[config.mk]
export PLATFORM = sky130hd
export DESIGN_NAME = fpo_top
export DESIGN_NICKNAME = d
export VERILOG_FILES = /design/src/common/fpo_pkg.sv /design/src/hdl/fpo_top.sv /design/src/hdl/fpo_chan.sv
export SDC_FILE = /design/constraint.sdc
export NUM_CORES = 2
export LEC_CHECK = 0
export BUFFER_PORTS_ARGS = -buffer_cell sky130_fd_sc_hd__buf_4
export CELL_PAD_IN_SITES_DETAIL_PLACEMENT = 0
export CELL_PAD_IN_SITES_GLOBAL_PLACEMENT = 2
export CORE_MARGIN = 2
export CORE_UTILIZATION = 33
export CTS_BUF_LIST = sky130_fd_sc_hd__clkbuf_8
export DETAILED_ROUTE_END_ITERATION = 16
export PLACE_DENSITY = 0.82
export SYNTH_ARGS = -nofsm -noshare
export SYNTH_HDL_FRONTEND = slang
export SYNTH_SLANG_ARGS = --single-unit
export TNS_END_PERCENT = 10
[constraint.sdc]
create_clock -name i_clk -period 9.4 [get_ports i_clk]
set_clock_uncertainty 0.2 [all_clocks]
set_input_delay 0 -clock i_clk [delete_from_list [all_inputs] [get_ports i_clk]]
set_output_delay 0 -clock i_clk [all_outputs]
set_load 0.01 [all_outputs]
[src/common/fpo_pkg.sv]
package fpo_pkg;
    // ------------------------------------------------------------
    // Register map
    // ------------------------------------------------------------
    localparam int unsigned NUM_CH = 3;
    localparam logic [7:0] PWM1_SAMPLING_OPTIONS_ADDR = 8'h94;
    localparam logic [7:0] PWM2_SAMPLING_OPTIONS_ADDR = 8'h95;
    localparam logic [7:0] PWM3_SAMPLING_OPTIONS_ADDR = 8'h96;
    localparam logic [7:0] OPT_RESET = 8'h0c;
    localparam logic [7:0] OPT_WRITE_MASK = 8'h3f;
    // Field positions
    localparam int unsigned RATE_LSB = 0;
    localparam int unsigned SNAP_BIT = 2;
    localparam int unsigned GUARD_LSB = 3;
    localparam int unsigned OPP_BIT = 5;

    // ------------------------------------------------------------
    // Timing
    // ------------------------------------------------------------
    localparam int unsigned CLK_HZ = 50_000_000;
    localparam int unsigned GUARD_CLK_HZ = 90_000;
    localparam int unsigned GUARD_DIV = CLK_HZ / GUARD_CLK_HZ;
    localparam int unsigned REFRESH_1S_MS = 1000;
    localparam int unsigned REFRESH_HALF_MS = 500;
    localparam int unsigned REFRESH_FAST_MS = 300;
    localparam int unsigned MS_CYCLES = CLK_HZ / 1000;
    localparam logic [7:0] GUARD_CODE0 = 8'h3f;
    localparam logic [7:0] GUARD_CODE1 = 8'h20;
    localparam logic [7:0] GUARD_CODE2 = 8'h10;
    localparam logic [7:0] GUARD_CODE3 = 8'h08;
    localparam int unsigned SKIP_EDGES = 3;
    localparam int unsigned DUTY_STEPS = 256;

    typedef struct packed {
        logic [1:0] reserved;
        logic opportunistic_refresh_enable;
        logic guard_time_select_hi;
        logic guard_time_select_lo;
        logic snap_off_enable;
        logic refresh_rate_select_hi;
        logic refresh_rate_select_lo;
    } fpo_opt_t;

    typedef struct packed {
        logic wr;
        logic rd;
        logic [7:0] addr;
        logic [7:0] wdata;
    } fpo_reg_req_t;
endpackage

[src/hdl/fpo_top.sv]
`timescale 1ns/1ps
`default_nettype none
// ------------------------------------------------------------
// ------------------------------------------------------------
module fpo_top #(
    parameter int unsigned PERIOD_W = 24
) (
    // Clock and reset
    input wire logic i_clk,
    input wire logic i_rst,
    // Register port
    input wire fpo_pkg::fpo_reg_req_t i_req,
    input wire logic i_lock,
    output logic [7:0] o_rdata,
    // Per-channel controls from tach and ramp logic
    input wire logic [2:0] i_enhanced,
    input wire logic [2:0] i_skip_initial_edges,
    input wire logic [3*PERIOD_W-1:0] i_pwm_frequency_config,
    input wire logic [23:0] i_duty,
    input wire logic [2:0] i_spinup,
    input wire logic [2:0] i_ramp_tick,
    input wire logic [2:0] i_tach_pin,
    input wire logic [2:0] i_reading_valid,
    // Outputs
    output logic [2:0] o_pwm,
    output logic [2:0] o_refresh,
    output logic [2:0] o_edge_count_en,
    output logic [2:0] o_tach_edge
);
    // ------------------------------------------------------------
    // Option registers
    // ------------------------------------------------------------
    logic [7:0] opt_q [3];
    logic [7:0] opt_d [3];
    logic [7:0] rdata_q, rdata_d;

    function automatic logic [1:0] chan_of(input logic [7:0] a);
        chan_of = 2'(a - fpo_pkg::PWM1_SAMPLING_OPTIONS_ADDR);
    endfunction

    function automatic logic hit(input logic [7:0] a);
        hit = a >= fpo_pkg::PWM1_SAMPLING_OPTIONS_ADDR && a <= fpo_pkg::PWM3_SAMPLING_OPTIONS_ADDR;
    endfunction

    always_comb
    begin
        for (int i = 0; i < 3; i++)
            opt_d[i] = opt_q[i];
        if (i_req.wr && !i_lock && hit(i_req.addr))
            opt_d[chan_of(i_req.addr)] = i_req.wdata & fpo_pkg::OPT_WRITE_MASK;
        rdata_d = rdata_q;
        if (i_req.rd)
            rdata_d = hit(i_req.addr) ? opt_q[chan_of(i_req.addr)] : 8'h00;
    end

    always_ff @(posedge i_clk or posedge i_rst)
    begin
        if (i_rst)
        begin
            for (int i = 0; i < 3; i++)
                opt_q[i] <= fpo_pkg::OPT_RESET;
            rdata_q <= 8'h00;
        end
        else
        begin
            for (int i = 0; i < 3; i++)
                opt_q[i] <= opt_d[i];
            rdata_q <= rdata_d;
        end
    end
    assign o_rdata = rdata_q;

    // ------------------------------------------------------------
    // Shared dividers: 1 ms and 90 kHz ticks
    // ------------------------------------------------------------
    logic [15:0] ms_div_q, ms_div_d;
    logic [9:0] g_div_q, g_div_d;
    logic ms_tick, guard_tick;

    always_comb
    begin
        ms_tick = ms_div_q == 16'(fpo_pkg::MS_CYCLES - 1);
        guard_tick = g_div_q == 10'(fpo_pkg::GUARD_DIV - 1);
        ms_div_d = ms_tick ? 16'h0000 : ms_div_q + 16'h0001;
        g_div_d = guard_tick ? 10'h000 : g_div_q + 10'h001;
    end

    // ------------------------------------------------------------
    // Tach pin synchroniser and edge detect
    // ------------------------------------------------------------
    logic [2:0] t_s1_q, t_s2_q, t_s3_q;

    always_ff @(posedge i_clk or posedge i_rst)
    begin
        if (i_rst)
        begin
            ms_div_q <= 16'h0000;
            g_div_q <= 10'h000;
            // Tach idles high on its pull-up; resetting low would fake an edge
            t_s1_q <= 3'h7;
            t_s2_q <= 3'h7;
            t_s3_q <= 3'h7;
        end
        else
        begin
            ms_div_q <= ms_div_d;
            g_div_q <= g_div_d;
            t_s1_q <= i_tach_pin;
            t_s2_q <= t_s1_q;
            t_s3_q <= t_s2_q;
        end
    end
    assign o_tach_edge = t_s2_q & ~t_s3_q;

    // ------------------------------------------------------------
    // Channels: PWM core, guard time, edge skip and refresh timer
    // ------------------------------------------------------------
    for (genvar c = 0; c < 3; c++)
    begin : g_ch
        fpo_pkg::fpo_opt_t opt;
        logic pwm_prev_q, pwm_prev_d;
        logic pwm_start;
        logic [7:0] guard_q, guard_d;
        logic [1:0] skip_q, skip_d;
        logic [13:0] ms_q, ms_d;
        logic refresh_q, refresh_d;
        logic [7:0] guard_len;
        logic [13:0] period_ms;

        assign opt = fpo_pkg::fpo_opt_t'(opt_q[c]);

        fpo_chan #(.PERIOD_W(PERIOD_W)) u_chan (
            .i_clk(i_clk),
            .i_rst(i_rst),
            .i_snap_off_enable(opt.snap_off_enable),
            .i_period(i_pwm_frequency_config[c*PERIOD_W +: PERIOD_W]),
            .i_duty(i_duty[c*8 +: 8]),
            .i_spinup(i_spinup[c]),
            .i_ramp_tick(i_ramp_tick[c]),
            .o_pwm(o_pwm[c])
        );

        always_comb
        begin
            case ({opt.guard_time_select_hi, opt.guard_time_select_lo})
                2'b00: guard_len = fpo_pkg::GUARD_CODE0;
                2'b01: guard_len = fpo_pkg::GUARD_CODE1;
                2'b10: guard_len = fpo_pkg::GUARD_CODE2;
                default: guard_len = fpo_pkg::GUARD_CODE3;
            endcase
            case ({opt.refresh_rate_select_hi, opt.refresh_rate_select_lo})
                2'b00: period_ms = 14'(fpo_pkg::REFRESH_1S_MS);
                2'b01: period_ms = 14'(fpo_pkg::REFRESH_HALF_MS);
                default: period_ms = 14'(fpo_pkg::REFRESH_FAST_MS);
            endcase
            pwm_prev_d = o_pwm[c];
            pwm_start = o_pwm[c] && !pwm_prev_q;
            guard_d = guard_q;
            skip_d = skip_q;
            if (pwm_start)
            begin
                guard_d = guard_len;
                skip_d = i_skip_initial_edges[c] ? 2'(fpo_pkg::SKIP_EDGES) : 2'd0;
            end
            else if (guard_q != 8'h00 && guard_tick)
                guard_d = guard_q - 8'h01;
            else if (guard_q == 8'h00 && skip_q != 2'd0 && o_tach_edge[c])
                skip_d = skip_q - 2'd1;
            refresh_d = 1'b0;
            ms_d = ms_q;
            if (!i_enhanced[c])
            begin
                ms_d = '0;
                refresh_d = i_reading_valid[c];
            end
            else if (opt.opportunistic_refresh_enable && i_reading_valid[c])
            begin
                ms_d = '0;
                refresh_d = 1'b1;
            end
            else if (ms_tick)
            begin
                if (ms_q + 14'd1 >= period_ms)
                begin
                    ms_d = '0;
                    refresh_d = 1'b1;
                end
                else
                    ms_d = ms_q + 14'd1;
            end
        end

        always_ff @(posedge i_clk or posedge i_rst)
        begin
            if (i_rst)
            begin
                pwm_prev_q <= 1'b0;
                guard_q <= 8'h00;
                skip_q <= 2'd0;
                ms_q <= '0;
                refresh_q <= 1'b0;
            end
            else
            begin
                pwm_prev_q <= pwm_prev_d;
                guard_q <= guard_d;
                skip_q <= skip_d;
                ms_q <= ms_d;
                refresh_q <= refresh_d;
            end
        end
        assign o_refresh[c] = refresh_q;
        // Turn-on cycle blocks too, since the guard load lands one edge later
        assign o_edge_count_en[c] = !i_enhanced[c] || (guard_q == 8'h00 && skip_q == 2'd0 && !pwm_start);
    end
endmodule // fpo_top
`default_nettype wire

[src/hdl/fpo_chan.sv]
`timescale 1ns/1ps
`default_nettype none
module fpo_chan #(
    parameter int unsigned PERIOD_W = 24
) (
    // Clock and reset
    input wire logic i_clk,
    input wire logic i_rst,
    // Control
    input wire logic i_snap_off_enable,
    input wire logic [PERIOD_W-1:0] i_period,
    input wire logic [7:0] i_duty,
    input wire logic i_spinup,
    input wire logic i_ramp_tick,
    // Outputs
    output logic o_pwm
);
    // ------------------------------------------------------------
    // Duty and PWM counter
    // ------------------------------------------------------------
    logic [7:0] duty_q, duty_d;
    logic [PERIOD_W-1:0] cnt_q, cnt_d;
    logic pwm_q, pwm_d;
    logic [PERIOD_W+7:0] high_scaled;

    always_comb
    begin
        duty_d = duty_q;
        if (i_duty == 8'h00 && i_snap_off_enable)
            duty_d = 8'h00;
        else if (i_duty < duty_q && !i_snap_off_enable)
        begin
            if (i_ramp_tick)
                duty_d = duty_q - 8'h01;
        end
        else
            duty_d = i_duty;
        cnt_d = (cnt_q >= i_period - 1'b1) ? '0 : cnt_q + 1'b1;
        // Compare in the scaled domain so no division is needed per cycle
        high_scaled = {8'h00, cnt_q} * (PERIOD_W+8)'(fpo_pkg::DUTY_STEPS);
        pwm_d = i_spinup || (high_scaled < (PERIOD_W+8)'(i_period) * (PERIOD_W+8)'(duty_q));
    end

    always_ff @(posedge i_clk or posedge i_rst)
    begin
        if (i_rst)
        begin
            duty_q <= 8'h00;
            cnt_q <= '0;
            pwm_q <= 1'b0;
        end
        else
        begin
            duty_q <= duty_d;
            cnt_q <= cnt_d;
            pwm_q <= pwm_d;
        end
    end
    assign o_pwm = pwm_q;

endmodule // fpo_chan
`default_nettype wire

==> impl_results.md <==
- Min-Delay Path Class: in -> reg
- Yosys top cell by area: fa_1
- WP buf/inv: 3
- Critical path launch point type: register
- IO Count: 155
- Final Hold Viols: 0
- CTS tree: yes
- Vias in the first global route: 29,600
- Crit path max-delay family: adder cells
- Sequential Area: 0.00592 mm^2
- H-tree depth: 2
- Cts bufs inserted: 48
- Crit path top cell by count: fa_1
- Routed WL: 88,500 um
- Tmin final: 7390 ps
- Drt initial violations: 1,095
- Mapped Area: 0.0354 mm^2
- Vias: 27,700
- WS Path Type: reg -> reg
- Arrival time at the worst endpoint: 7700 ps
- Die Area: 0.110 mm^2
- Die X: 332 um
- First-pass GRT wire length: 152,000 um
- Yosys reg bits: 236
- Total Routing Usage GR: 16.5%
- Cells after Synth: 4,065
- Worst slew pin tran: 1150 ps
- Grt total ovfl: 0
- Max cap viols: 0
- CTS Root Buffer Type: clkbuf_8
- RSZ-0062 raised after global routing: false
- Most frequent cell after synthesis: inv_1
- Layout Nets: 5,142
- Critical Path Fanout Max: 27
- Rel. slew slack: 23.0%
- Cts repair resizes: 0
- Worst flop-to-flop path startpoint: g_ch[1].u_chan.duty_q[4]
- Final setup violation count: 0
- Number of fillers in the final layout: 11,000
- Vias/cell: 4.86
- Avg Inst Size Synth: 8.72 um^2
- Worst setup path startpoint: g_ch[1].u_chan.duty_q[4]
- # DRC: 0
- Layout cell share with drive strength beyond 1: 7.86%
- 1st-pass router iterations: 5
- Start point of the worst hold path: i_spinup[2]
- Yosys cell types: 84
- Slowest cell on the critical path: dfrtp_1
- Final setup TNS: 0 ps
- Area grow syn2layout: 13.4%
- F_max: 135 MHz
- Clock sink total: 236
- Design Area, Final: 0.0402 mm^2
- Final Util: 37.6%
- Synth cell count leaders: 533 x inv_1, 417 x and2_1, 396 x fa_1
- Largest cells by area after synthesis: fa_1 22%, dfrtp_1 16%, ha_1 13%
- Chip Height: 332 um
- Clock Latency Late Sink: 650 ps
- Final Max Slew Viols: 0
- Outcome: finished clean
- Post-CTS Setup Repair Bufs: 0
- Prevailing post-synth register cell: dfrtp_1
- Yosys warning count: 0
- Placed cell area: 0.0377 mm^2
- IO buf count: 150
- Area of the multi-input gates: 0.0268 mm^2
- Routed Antenna Nets: 0
- Row Count: 120
- Async S/R FF share, synth: 100%
- Core area: 0.107 mm^2
- Crit path capture type: register
- Initial Util: 33.2%
- DPL Wire Length: 68,400 um
- Cts hold-fix bufs: 133
- Clock transition at the registers of the reported paths: 70 ps
- Final Cycle Share: 78.6%
- Share of the synthesized area in the top cell type: 22.4%
- Worst hold margin: 94.0 ps
- CP Cell Sequence: nand2_1 -> fa_1 -> fa_1 -> inv_1 -> fa_1 -> inv_1 -> fa_1 -> inv_1 -> ha_1 -> o21a_1 -> o21ai_0 -> o31ai_1 -> a31oi_1 -> o21ai_1 -> xnor2_1 -> ha_1 -> nand4_1 -> nor4_1 -> o2111ai_1 -> o211ai_1 -> a221o_1 -> a2111oi_0 -> or3_1
- Maximum single-stage delay on the critical path: 1010 ps
- Post-synth EDFFs: 0
- WL per Instance: 15.6 um
- CP Data Required Time: 9710 ps
- RD Place Congestion: 0.809
- Post-synthesis sequential area ratio: 16.7%
- Clock Path Buffers: 3
- Initial antenna violation count: 8
- Largest net degree at the start of global routing: 123
path summary, 6_finish.rpt:
path	to	slack [ps]	cells past startpoint
worst min-delay path	g_ch[2].u_chan.o_pwm	90	4
max in group asynchronous	g_ch[1].u_chan.cnt_q[11]	6210	6
worst max-delay path	g_ch[1].u_chan.o_pwm	2010	23
min in group asynchronous	g_ch[2].u_chan.cnt_q[22]	600	4
worst min register to register	t_s2_q[1]	160	0
worst max register to register	g_ch[1].u_chan.o_pwm	2010	23
flip-flops by register name, summed over array words and instances, names as in the netlist, 6 cells and up:
register and count:
g_ch.u_chan.cnt_q 72, g_ch.ms_q 42, g_ch.guard_q 24, g_ch.u_chan.duty_q 24
g_ch.opt 18, ms_div_q 16, g_div_q 10, g_ch.skip_q 6
o_rdata 6
layout make-up:
type	instances	area share (%)
inverters	538	5.05
diodes	7	0.0436
clock inverters	29	0.729
clock buffers	61	2.09
multi-input cells	3122	66.7
flip-flops and latches	236	14.7
repair buffers	290	6.25
well taps	1403	4.37
logic make-up after synthesis:
family	Yosys count	share of synthesized area (%)
XOR/XNOR	277	6.85
other	1	0.0106
buffers and inverters	708	7.64
AND/OR/NAND/NOR	1458	21.3
flip-flops	236	16.7
multiplexers	43	1.33
adder cells (fa/ha/maj)	771	35.6
AO/OA/AOI/OAI	571	10.6
cell usage in the layout (no fill, tap or decap), types with 19 or more instances in the layout:
master / instances
nor2b_1: 34
o21a_1: 22
a211oi_1: 20
nor3_1: 64
and2_1: 417
nor4_1: 32
dfrtp_1: 221
xnor2_1: 136
fa_1: 396
ha_1: 375
buf_4: 157
nand2b_1: 37
nand4_1: 43
nor2_1: 298
o21ai_0: 126
inv_1: 541
dlygate4sd3_1: 133
clkbuf_8: 61
and3_1: 35
mux2_2: 32
o31ai_1: 19
o21ai_1: 19
nand2_1: 328
nand3_1: 91
a21oi_1: 142
xor2_1: 141
a21o_1: 106
per-stage QoR:
stage,cells,setup WS [ps]
after floorplan,4066,2750
after global placement,5456,2050
after detailed placement,5456,2050
after CTS,5679,2000
after global routing,5686,1540
final,5686,2010
worst min-delay path, stage by stage:
cell and delay [ps]:
dlygate4sd3_1 540, buf_4 120, or4_1 100, o22a_1 120
layer usage:
metal | vias up | share of wire, % | global-route usage, %
met2 | 300 | 48 | 28.3
li1 | 13600 | - | -
met4 | 0 | 2.0 | 4.20
met1 | 13700 | 47 | 22.1
met5 | - | 0 | 0
met3 | 95 | 2.5 | 1.78
Power is not shown: default switching activity piles up to over one toggle a cycle in this logic, so the estimate is an artifact.
